## src/core/cgsoc_pkg.sv

```systemverilog
// cgsoc_pkg: constants, field positions and carrier types of the clock
// generator control block; shared by the top and the serial slave.
package cgsoc_pkg;
  // serial protocol
  localparam logic [7:0] SLAVE_ADDR = 8'hD2;
  localparam logic [7:0] CMD_CODE = 8'h00;
  localparam logic [7:0] COUNT_MIN = 8'h01;
  localparam logic [7:0] COUNT_MAX = 8'h20;
  localparam logic [3:0] BITS_BYTE = 4'h8;
  localparam logic [3:0] BITS_ACK = 4'h9;
  localparam int NUM_CFG = 4;
  localparam logic [5:0] NUM_CFG_W = 6'h04;
  // configuration byte offsets
  localparam logic [5:0] OFS_CTRL = 6'h00;
  localparam logic [5:0] OFS_PROC = 6'h01;
  localparam logic [5:0] OFS_BUS = 6'h02;
  localparam logic [5:0] OFS_FIX = 6'h03;
  // power-up values; bit 0 of byte 0 is a constant one, not stored
  localparam logic [7:0] RST_CTRL = 8'h00;
  localparam logic [7:0] RST_PROC = 8'h07;
  localparam logic [7:0] RST_BUS = 8'h7F;
  localparam logic [7:0] RST_FIX = 8'hC7;
  // writable bits per byte
  localparam logic [7:0] WM_CTRL = 8'hA8;
  localparam logic [7:0] WM_PROC = 8'h7F;
  localparam logic [7:0] WM_BUS = 8'h7F;
  localparam logic [7:0] WM_FIX = 8'hFF;
  // byte 0 fields
  localparam int B0_SPREAD = 7;
  localparam int B0_SEL48 = 5;
  localparam int B0_CPUSTOP = 4;
  localparam int B0_MODE = 2;
  localparam int B0_FREQ = 1;
  localparam int B0_ONE = 0;
  // byte 1 fields
  localparam int B1_TRI = 6;
  localparam int B1_FREE0 = 4;
  localparam int B1_EN0 = 1;
  // byte 2/3 fields
  localparam int B2_EN0 = 1;
  localparam int B3_DOT = 7;
  localparam int B3_USB = 6;
  localparam int B3_STOP0 = 3;
  localparam int B3_EN0 = 0;

  // pins from outside the clock domain
  typedef struct packed {
    logic scl;
    logic sda;
    logic power_down_n;
    logic cpu_stop_n;
    logic bus_stop_n;
    logic power_good_strobe_n;
    logic mode_hi;
    logic mode_mid;
    logic frequency_select_strap;
    logic external_66_input;
    logic test_clock_input;
    logic pll_cpu;
    logic pll_66;
    logic pll_48;
    logic pll_33;
    logic crystal_input;
  } cgsoc_pins_t;
  // pin levels held in reset: lines released, strobe and stops inactive
  localparam cgsoc_pins_t PINS_IDLE = '{scl: 1'b1, sda: 1'b1, power_down_n: 1'b1, cpu_stop_n: 1'b1,
    bus_stop_n: 1'b1, power_good_strobe_n: 1'b1, default: 1'b0};

  // one accepted data byte
  typedef struct packed {
    logic valid;
    logic [5:0] index;
    logic [7:0] data;
  } cgsoc_wr_t;

  // gated clock outputs and analog controls
  typedef struct packed {
    logic [1:0] cpu_t;
    logic [1:0] cpu_c;
    logic [1:0] drive_t;
    logic [1:0] drive_c;
    logic [1:0] park_dbl_ref;
    logic [5:0] bus;
    logic [2:0] bus_free;
    logic [1:0] clock_66_output;
    logic [2:0] buffered_66_output;
    logic usb;
    logic dot;
    logic reference_clock_output;
    logic osc_run;
    logic spread_on;
    logic freq_133;
  } cgsoc_outs_t;
endpackage

```

## src/core/cgsoc_smbus_slave.sv

```systemverilog
// cgsoc_smbus_slave: write-only serial slave taking block writes.
// assumes scl_s and sda_s are already synchronised to clk.
`timescale 1ns/1ps
module cgsoc_smbus_slave (
  // clock and reset
  input wire logic clk,
  input wire logic nrst,
  // synchronised serial lines
  input wire logic scl_s,
  input wire logic sda_s,
  // open-drain data pull-down enable
  output logic sda_oe,
  // accepted data bytes
  output cgsoc_pkg::cgsoc_wr_t wr
);
  typedef enum logic [2:0] {SM_IDLE, SM_ADDR, SM_CMD, SM_COUNT, SM_DATA, SM_SKIP} cgsoc_sm_t;
  cgsoc_sm_t st_r, st_nxt;
  logic [3:0] bit_r, bit_nxt;
  logic [7:0] sh_r, sh_nxt;
  logic [5:0] cnt_r, cnt_nxt;
  logic [5:0] idx_r, idx_nxt;
  logic ack_r, ack_nxt;
  logic scl_p_r, sda_p_r;
  cgsoc_pkg::cgsoc_wr_t wr_r, wr_nxt;
  logic scl_rise, scl_fall, start_c, stop_c;

  // line events, decoded in the same cycle from the synchroniser output and its previous value
  assign scl_rise = scl_s & ~scl_p_r;
  assign scl_fall = ~scl_s & scl_p_r;
  assign start_c = scl_s & scl_p_r & sda_p_r & ~sda_s;
  assign stop_c = scl_s & scl_p_r & ~sda_p_r & sda_s;

  // byte engine: shift on rise, ack decided on the eighth fall
  always_comb begin
    st_nxt = st_r;
    bit_nxt = bit_r;
    sh_nxt = sh_r;
    cnt_nxt = cnt_r;
    idx_nxt = idx_r;
    ack_nxt = ack_r;
    wr_nxt = '0;
    if (start_c) begin
      st_nxt = SM_ADDR;
      bit_nxt = 4'h0;
      ack_nxt = 1'b0;
    end else if (stop_c) begin
      st_nxt = SM_IDLE;
      ack_nxt = 1'b0;
    end else if (st_r != SM_IDLE && st_r != SM_SKIP) begin
      if (scl_rise) begin
        if (bit_r < cgsoc_pkg::BITS_BYTE) begin
          sh_nxt = {sh_r[6:0], sda_s}; // RQ6
        end
        bit_nxt = bit_r + 4'h1;
        // byte is kept once the host has clocked our ack
        if (bit_r == cgsoc_pkg::BITS_BYTE && ack_r && st_r == SM_DATA) begin
          wr_nxt.valid = 1'b1; // RQ7
          wr_nxt.index = idx_r; // RQ6
          wr_nxt.data = sh_r;
        end
      end else if (scl_fall && bit_r == cgsoc_pkg::BITS_BYTE) begin
        unique case (st_r)
          SM_ADDR: ack_nxt = (sh_r == cgsoc_pkg::SLAVE_ADDR); // RQ1 RQ3
          SM_CMD: ack_nxt = (sh_r == cgsoc_pkg::CMD_CODE); // RQ2
          SM_COUNT: ack_nxt = (sh_r >= cgsoc_pkg::COUNT_MIN) && (sh_r <= cgsoc_pkg::COUNT_MAX);
          default: ack_nxt = (idx_r < cnt_r);
        endcase
      end else if (scl_fall && bit_r == cgsoc_pkg::BITS_ACK) begin
        ack_nxt = 1'b0;
        bit_nxt = 4'h0;
        if (!ack_r) begin
          st_nxt = SM_SKIP; // refused byte ends our part in the frame
        end else begin
          unique case (st_r)
            SM_ADDR: st_nxt = SM_CMD;
            SM_CMD: st_nxt = SM_COUNT;
            SM_COUNT: begin
              st_nxt = SM_DATA; // RQ7
              cnt_nxt = sh_r[5:0];
              idx_nxt = 6'h00;
            end
            default: idx_nxt = idx_r + 6'h01; // RQ6
          endcase
        end
      end
    end
  end

  // state registers
  always_ff @(posedge clk or negedge nrst) begin
    if (!nrst) begin
      st_r <= SM_IDLE;
      bit_r <= 4'h0;
      sh_r <= 8'h00;
      cnt_r <= 6'h00;
      idx_r <= 6'h00;
      ack_r <= 1'b0;
      scl_p_r <= 1'b1;
      sda_p_r <= 1'b1;
      wr_r <= '0;
    end else begin
      st_r <= st_nxt;
      bit_r <= bit_nxt;
      sh_r <= sh_nxt;
      cnt_r <= cnt_nxt;
      idx_r <= idx_nxt;
      ack_r <= ack_nxt;
      scl_p_r <= scl_s;
      sda_p_r <= sda_s;
      wr_r <= wr_nxt;
    end
  end

  assign sda_oe = ack_r;
  assign wr = wr_r;
endmodule

```

## src/core/cgsoc_top.sv

```systemverilog
// cgsoc_top: control of the clock synthesizer: serial configuration bytes,
// strap latching and gating of every output clock.
// assumes the synthesizer clock sources and all pins are asynchronous to clk.
// Notes on behaviour
// (RQ1) slave answers only write address D2
// (RQ2) block writes only, no indexed access
// (RQ3) zero direction bit means write
// (RQ4) host sends zero command, then count
// (RQ5) count is one to thirty-two bytes
// (RQ6) bytes MSB first, ascending from zero
// (RQ7) acked count makes transfer valid
// (RQ8) bytes load defaults at power-up
// (RQ9) power-down parks outputs, stops oscillator
// (RQ10) processor stop parks stoppable processor pairs
// (RQ11) bus stop halts six ordinary bus clocks
// (RQ12) byte1 bits5,4 make pairs free running
// (RQ13) byte1 bit6 three-states pairs in power-down
// (RQ14) byte1 bits2,1 enable processor pairs
// (RQ15) byte2 bits6..1 enable bus clocks
// (RQ16) byte3 enables 48MHz and free bus clocks
// (RQ17) byte3 bits5..3 let free clocks stop
// (RQ18) byte0 bit7 turns down-spread on
// (RQ19) byte0 bit5 picks 48 MHz shared output
// (RQ20) byte0 shows live stop and latched straps
// (RQ21) straps latched once; later strobe ignored
// (RQ22) straps pick frequency and external 66 input
// (RQ23) test mode divides the test clock
// (RQ24) read-only bits kept, extra bytes dropped
`timescale 1ns/1ps
module cgsoc_top (
  // clock and reset
  input wire logic clk,
  input wire logic nrst,
  // serial management pins
  input wire logic scl,
  input wire logic sda_in,
  output logic sda_out,
  output logic sda_oe,
  // power management pins
  input wire logic power_down_n,
  input wire logic cpu_stop_n,
  input wire logic bus_stop_n,
  input wire logic power_good_strobe_n,
  // straps; the three-level mode strap arrives as two comparator levels
  input wire logic mode_hi,
  input wire logic mode_mid,
  input wire logic frequency_select_strap,
  // clock sources
  input wire logic external_66_input,
  input wire logic crystal_input,
  input wire logic pll_cpu,
  input wire logic pll_66,
  input wire logic pll_48,
  input wire logic pll_33,
  // gated outputs and status
  output cgsoc_pkg::cgsoc_outs_t outs,
  output logic [7:0] control_status_byte
);
  cgsoc_pkg::cgsoc_pins_t pins_raw, s1_r, s2_r, pins_p_r;
  cgsoc_pkg::cgsoc_wr_t wr;
  cgsoc_pkg::cgsoc_outs_t outs_r, outs_nxt;
  logic [3:0][7:0] cfg_r, cfg_nxt;
  logic [2:0] straps_r, straps_nxt;
  logic latched_r, latched_nxt;
  logic [2:0] tdiv_r, tdiv_nxt;
  logic ext_half_r, ext_half_nxt;
  logic pd, cpu_stop, bus_stop, test_mode, ext_mode;
  logic src_cpu, src_66, src_48, src_bus, src_ref;

  // write mask per configuration byte, used by the masked write merge
  function automatic logic [7:0] wmask(input logic [5:0] idx);
    unique case (idx)
      cgsoc_pkg::OFS_CTRL: wmask = cgsoc_pkg::WM_CTRL;
      cgsoc_pkg::OFS_PROC: wmask = cgsoc_pkg::WM_PROC;
      cgsoc_pkg::OFS_BUS: wmask = cgsoc_pkg::WM_BUS;
      default: wmask = cgsoc_pkg::WM_FIX;
    endcase
  endfunction

  // every pin and source clock crosses through two flops
  assign pins_raw = '{scl: scl, sda: sda_in, power_down_n: power_down_n, cpu_stop_n: cpu_stop_n,
    bus_stop_n: bus_stop_n, power_good_strobe_n: power_good_strobe_n, mode_hi: mode_hi,
    mode_mid: mode_mid, frequency_select_strap: frequency_select_strap,
    external_66_input: external_66_input, test_clock_input: crystal_input, pll_cpu: pll_cpu,
    pll_66: pll_66, pll_48: pll_48, pll_33: pll_33, crystal_input: crystal_input};

  always_ff @(posedge clk or negedge nrst) begin
    if (!nrst) begin
      s1_r <= cgsoc_pkg::PINS_IDLE; // an all-zero reset would look like a strobe and latch at once
      s2_r <= cgsoc_pkg::PINS_IDLE;
      pins_p_r <= cgsoc_pkg::PINS_IDLE;
    end else begin
      s1_r <= pins_raw;
      s2_r <= s1_r;
      pins_p_r <= s2_r;
    end
  end

  cgsoc_smbus_slave u_slave (
    .clk(clk),
    .nrst(nrst),
    .scl_s(s2_r.scl),
    .sda_s(s2_r.sda),
    .sda_oe(sda_oe),
    .wr(wr)
  );
  assign sda_out = 1'b0;

  // configuration bytes: masked merge; bytes past the last are dropped
  always_comb begin
    cfg_nxt = cfg_r;
    if (wr.valid && wr.index < cgsoc_pkg::NUM_CFG_W) begin // RQ24
      cfg_nxt[wr.index[1:0]] = (cfg_r[wr.index[1:0]] & ~wmask(wr.index))
        | (wr.data & wmask(wr.index)); // RQ24
    end
  end

  always_ff @(posedge clk or negedge nrst) begin
    if (!nrst) begin
      cfg_r[cgsoc_pkg::OFS_CTRL[1:0]] <= cgsoc_pkg::RST_CTRL; // RQ8
      cfg_r[cgsoc_pkg::OFS_PROC[1:0]] <= cgsoc_pkg::RST_PROC;
      cfg_r[cgsoc_pkg::OFS_BUS[1:0]] <= cgsoc_pkg::RST_BUS;
      cfg_r[cgsoc_pkg::OFS_FIX[1:0]] <= cgsoc_pkg::RST_FIX;
    end else begin
      cfg_r <= cfg_nxt;
    end
  end

  // straps follow the pins until the strobe is first seen low, then freeze
  always_comb begin
    straps_nxt = straps_r;
    latched_nxt = latched_r;
    if (!latched_r) begin
      straps_nxt = {s2_r.mode_hi, s2_r.mode_mid, s2_r.frequency_select_strap}; // RQ21
      latched_nxt = ~s2_r.power_good_strobe_n; // RQ21
    end
  end

  // test clock divider: edge count of the sampled test clock
  always_comb begin
    tdiv_nxt = tdiv_r;
    ext_half_nxt = ext_half_r;
    if (s2_r.test_clock_input && !pins_p_r.test_clock_input) begin
      tdiv_nxt = tdiv_r + 3'h1; // RQ23
    end
    if (s2_r.external_66_input && !pins_p_r.external_66_input) begin
      ext_half_nxt = ~ext_half_r; // RQ22
    end
  end

  always_ff @(posedge clk or negedge nrst) begin
    if (!nrst) begin
      straps_r <= 3'h0;
      latched_r <= 1'b0;
      tdiv_r <= 3'h0;
      ext_half_r <= 1'b0;
    end else begin
      straps_r <= straps_nxt;
      latched_r <= latched_nxt;
      tdiv_r <= tdiv_nxt;
      ext_half_r <= ext_half_nxt;
    end
  end

  // source selection by the latched straps
  assign pd = ~s2_r.power_down_n;
  assign cpu_stop = ~s2_r.cpu_stop_n;
  assign bus_stop = ~s2_r.bus_stop_n;
  assign ext_mode = straps_r[2];
  assign test_mode = straps_r[1] & ~straps_r[2] & ~straps_r[0]; // RQ23
  assign src_cpu = test_mode ? tdiv_r[0] : s2_r.pll_cpu; // RQ23
  assign src_48 = test_mode ? tdiv_r[0] : s2_r.pll_48;
  assign src_66 = test_mode ? tdiv_r[1] : s2_r.pll_66;
  assign src_ref = test_mode ? s2_r.test_clock_input : s2_r.crystal_input;
  // bus clocks come from the external input halved in buffer mode
  assign src_bus = test_mode ? tdiv_r[2] : (ext_mode ? ext_half_r : s2_r.pll_33); // RQ22

  // output gating
  always_comb begin
    outs_nxt = '0;
    outs_nxt.osc_run = ~pd; // RQ9
    outs_nxt.spread_on = cfg_r[0][cgsoc_pkg::B0_SPREAD] & ~pd; // RQ18
    outs_nxt.freq_133 = straps_r[0]; // RQ22
    for (int i = 0; i < 2; i++) begin
      if (pd && cfg_r[1][cgsoc_pkg::B1_TRI]) begin
        outs_nxt.drive_t[i] = 1'b0; // RQ13
      end else if (pd || (cpu_stop && !cfg_r[1][cgsoc_pkg::B1_FREE0 + i])
          || !cfg_r[1][cgsoc_pkg::B1_EN0 + i]) begin
        // parked: true side sinks doubled reference, complement floats
        outs_nxt.drive_t[i] = 1'b1; // RQ9 RQ10 RQ12 RQ14
        outs_nxt.cpu_t[i] = 1'b1;
        outs_nxt.park_dbl_ref[i] = 1'b1;
      end else begin
        outs_nxt.drive_t[i] = 1'b1;
        outs_nxt.drive_c[i] = 1'b1;
        outs_nxt.cpu_t[i] = src_cpu;
        outs_nxt.cpu_c[i] = ~src_cpu;
      end
    end
    if (!pd) begin
      for (int i = 0; i < 6; i++) begin
        outs_nxt.bus[i] = src_bus & ~bus_stop & cfg_r[2][cgsoc_pkg::B2_EN0 + i]; // RQ11 RQ15
      end
      for (int i = 0; i < 3; i++) begin
        outs_nxt.bus_free[i] = src_bus & cfg_r[3][cgsoc_pkg::B3_EN0 + i] // RQ16
          & ~(bus_stop & cfg_r[3][cgsoc_pkg::B3_STOP0 + i]); // RQ17
      end
      outs_nxt.clock_66_output[0] = src_66;
      outs_nxt.clock_66_output[1] = cfg_r[0][cgsoc_pkg::B0_SEL48] ? src_48 : src_66; // RQ19
      outs_nxt.buffered_66_output = {3{ext_mode && !test_mode ? s2_r.external_66_input : src_66}}; // RQ22
      outs_nxt.usb = src_48 & cfg_r[3][cgsoc_pkg::B3_USB]; // RQ16
      outs_nxt.dot = src_48 & cfg_r[3][cgsoc_pkg::B3_DOT];
      outs_nxt.reference_clock_output = src_ref;
    end
  end

  always_ff @(posedge clk or negedge nrst) begin
    if (!nrst) begin
      outs_r <= '0;
    end else begin
      outs_r <= outs_nxt;
    end
  end

  assign outs = outs_r;
  // status view: live stop pin, latched straps, constant reserved one
  assign control_status_byte = {cfg_r[0][7], 1'b0, cfg_r[0][5], s2_r.cpu_stop_n, cfg_r[0][3],
    straps_r[2], straps_r[0], 1'b1}; // RQ20
endmodule

```

## config.mk

```make
export PLATFORM = sky130hd
export DESIGN_NAME = cgsoc_top
export DESIGN_NICKNAME = d
export VERILOG_FILES = /design/src/core/cgsoc_pkg.sv /design/src/core/cgsoc_smbus_slave.sv /design/src/core/cgsoc_top.sv
export SDC_FILE = /design/constraint.sdc
export NUM_CORES = 1
export LEC_CHECK = 0
export ABC_AREA = 1
export BUFFER_PORTS_ARGS = -buffer_cell sky130_fd_sc_hd__buf_2
export CORE_UTILIZATION = 29
export DETAILED_ROUTE_END_ITERATION = 16
export PLACE_DENSITY_LB_ADDON = 0.12
export SLEW_MARGIN = 20
export SYNTH_ARGS = -nofsm -noshare
export SYNTH_HDL_FRONTEND = slang
export SYNTH_SLANG_ARGS = --single-unit
```

## constraint.sdc

```tcl
create_clock -name clk -period 1.9 [get_ports clk]
set_input_delay 0.095 -clock clk [delete_from_list [all_inputs] [get_ports clk]]
set_output_delay 0.095 -clock clk [all_outputs]
set_load 0.005 [all_outputs]
```

==> implementation parameters <==
Parameter                              Value

Place
  Total placed cells including tap cells    929
  DP HPWL    8546 µm
  Post-placement worst setup slack    approximately 0.13 ns
  Weighted congestion at the end of routability-driven global placement    slightly above 0.8
  Count of input and output buffers    between 50 and 60
  Area after DPL    6462 µm²

STA
  TNS Setup    0 ns
  Final Hold Violating Endpoints    0
  Max Clock Skew    around 0.011 ns
  Transition at the pin with the smallest max-transition slack    between 0.4 and 0.5 ns
  Final count of negative-setup-slack endpoints    0
  Unrepaired setup endpoints after global routing    false
  Final-layout worst hold slack    between 0.15 and 0.2 ns
  Fmax achieved    595.9 MHz
  Crit share post-route    0.8832
  Relative slew slack    0.6675
  Least setup slack across all paths after layout    0.2220 ns
  Number of pins exceeding their max-slew limit in the final report    0
  Minimum clock period    between 1.5 and 2 ns

Clock tree
  TritonCTS buffer count    17
  CTS Buffer Depth    2
  Clock transition at the registers of the reported paths    roughly 0.060 ns
  Clock tree root driver cell    clkbuf_16
  Clock latency of the later-clocked register in the worst-skew pair    roughly 0.42 ns
  TritonCTS clock tree    yes
  Postcts setup bufs    0
  H-Tree Depth    4
  Clock sinks    143

Final layout
  Final net count    726
  Finished Cell Area    slightly above 7000 µm²
  Antenna cells    0
  Layout fillers    about 2,000
  Layout Utilization    0.3639
  Count of placed standard cells in the final layout, fillers left out    slightly below 1,000
  Proportion of layout cells with a drive suffix above 1    0.2135
  Layout Area Growth over Synthesis    21.14%

Detailed routing
  Number of vias in the routed layout    approximately 4,000
  Antenna violation net count after detailed routing    0
  WL/cell    between 10 and 15 µm
  DRC violation total after the first TritonRoute iteration    ~240
  Detailed-route DRC error count    0
  Number of vias per cell after detailed routing    roughly 4.2
  Final wirelength    between 10,000 and 15,000 µm
  Number of detailed-routing iterations run before antenna repair    4

Power and ir drop
  Total chip power    approximately 7.5 mW
  Largest voltage drop on the vdd net    approximately 0.00058 V
  Standby leakage power    roughly 3.4 nW
  Power per standard cell area    between 1000 and 1500 nW/µm²

Floorplanning
  Width of the die    roughly 150 µm
  Row count    51
  Floorplan Core Area    19,780 µm²
  Overall die height    around 150 µm
  Initial standard-cell utilization of the core    0.3004
  Die outline area    approximately 21,000 µm²
  Number of ports placed on the die boundary    57

Worst setup path
  Crit Path Class    register to register
  Worst-path fanout max    8
  Required time at the worst-slack endpoint    around 2.2 ns
  Arrival @ worst endpoint    ~2.0 ns
  Sort of element at the end of the critical path    register
  Nature of the critical path startpoint    register

Yosys
  Total of flip-flops plus latches after synthesis    143
  Post-synth design cell area    approximately 6000 µm²
  Synth area leaders    dfrtp_1 (48%), dfstp_2 (13%), nand2_1 (8.6%)
  Proportion of netlist area held by the largest area contributor    0.4801
  Number of distinct library cells after synthesis    32
  Synth warn    0
  Cell taking the most area after synthesis    dfrtp_1
  Post-Synthesis Mean Instance Area    9.447 µm²
  Gate count of the mapped netlist    roughly 630
  Part of the Yosys area used for sequential elements    0.6083

Min path
  Type of the worst min-delay path    primary input to async pin

Global route
  Fraction of met1 tracks used by global routing    0.1632
  Number of antenna violations at the first check in global routing    0
  Largest net degree at the start of global routing    57
  Most Crowded Layer GR    met2
  Overflow left after global routing    0
  Met2 GRT Util    0.1966
  Met3 routing resource usage after global routing    0.03050
  Total track usage    0.1247
  Number of global-route vias before repair    4,177
  Global-route wire length before repair    between 20,000 and 25,000 µm

Outcome
  Outcome    finished, final reports clean

Flow run
  Max-cap violations    0
## metal layers
metal / wire, µm / up-vias
li1: - / 2077
met3: 371 / 13
met5: 0 / -
met1: 5731 / 1922
met2: 5554 / 75
met4: 176 / 0
## worst max-delay path: stages, from the launching register on
cell,delay (ns)
dfrtp_1,0.42
inv_1,0.06
ha_1,0.22
nand2_1,0.10
nor2_1,0.09
nor3_4,0.39
nand2_4,0.13
nand2_1,0.09
nand2_1,0.05
## sequential cells by signal, indices dropped and copies added (netlist names), 2 cells and up
signal               flops
straps_r                 3
u_slave.sh_r             8
outs                    27
u_slave.idx_r            6
cfg_r                   28
s2_r                    13
control_status_byte      4
u_slave.bit_r            4
u_slave.wr              15
tdiv_r                   3
pins_p_r                 2
u_slave.cnt_r            6
u_slave.st_r             3
s1_r                    15
## synthesized netlist by cell type (all sizes together)
cell type,number
xnor2,1
nor2,79
nand3b,2
conb,2
inv,92
or2,6
dfrtp,114
clkbuf,8
nand3,39
nand4,6
dfstp,29
nand2,141
buf,18
xor2,7
nor3,9
o22ai,1
o21ai,49
ha,10
o211ai,1
a21oi,15
## cell families (layout without fill, tap and decap cells)
group / after synthesis / in the layout / share of synthesized area
AO/OA/AOI/OAI: 66 / 66 / 0.05622
XOR/XNOR: 8 / 8 / 0.01179
adder cells (fa/ha/maj): 10 / 10 / 0.02106
buffers and inverters: 118 / 200 / 0.08570
flip-flops: 143 / 143 / 0.6083
other: 2 / 3 / 0.001264
AND/OR/NAND/NOR: 282 / 282 / 0.2156
## worst paths after layout
check	cells after the start	from	slack [ns]	end
max	8	u_slave.bit_r[0]	0.22	u_slave.idx_r[4]
min	2	nrst	0.17	outs[3]
max reg2reg	8	u_slave.bit_r[0]	0.22	u_slave.idx_r[4]
min reg2reg	0	s1_r[2]	0.34	s2_r[2]
min in group clk	2	sda_in	0.31	s1_r[14]
max in group asynchronous	3	nrst	1.03	s2_r[14]
## final cells by class
class	count	area, µm²	share of cell area
flip-flops and latches	143	3615	0.5022
multi-input cells	369	1824	0.2534
repair buffers	76	509.2	0.07075
clock buffers	20	436.7	0.06066
inverters	92	345.3	0.04797
well taps	265	331.6	0.04606
clock inverters	12	136.4	0.01895
## power breakdown
group / total, mW / leakage [nW] / internal, mW / switching (mW)
combinational: 0.823 / 1.33 / 0.293 / 0.531
sequential: 3.45 / 1.79 / 3.26 / 0.196
clock: 3.21 / 0.271 / 1.94 / 1.27
## placed cells by master, fill, tap and decap left out, types with 10 or more instances in the layout
| cell | synthesis | routed |
|---|---|---|
| nand2_1 | 136 | 135 |
| dfrtp_1 | 114 | 114 |
| dlygate4sd3_1 | 0 | 16 |
| nor2_1 | 71 | 71 |
| a21oi_1 | 15 | 15 |
| ha_1 | 10 | 10 |
| inv_1 | 83 | 83 |
| buf_2 | 1 | 52 |
| nand3_1 | 34 | 34 |
| clkbuf_16 | 0 | 17 |
| o21ai_0 | 40 | 40 |
| dfstp_2 | 29 | 29 |
## what timing repair did
item | in CTS | in global routing
endpoints found under the setup margin | 0 | 14
gates resized for setup | 0 | 1
hold endpoints to repair | 82 | 0
hold buffers | 16 | 0
No activity file was read; power rests on OpenSTA's default activity.
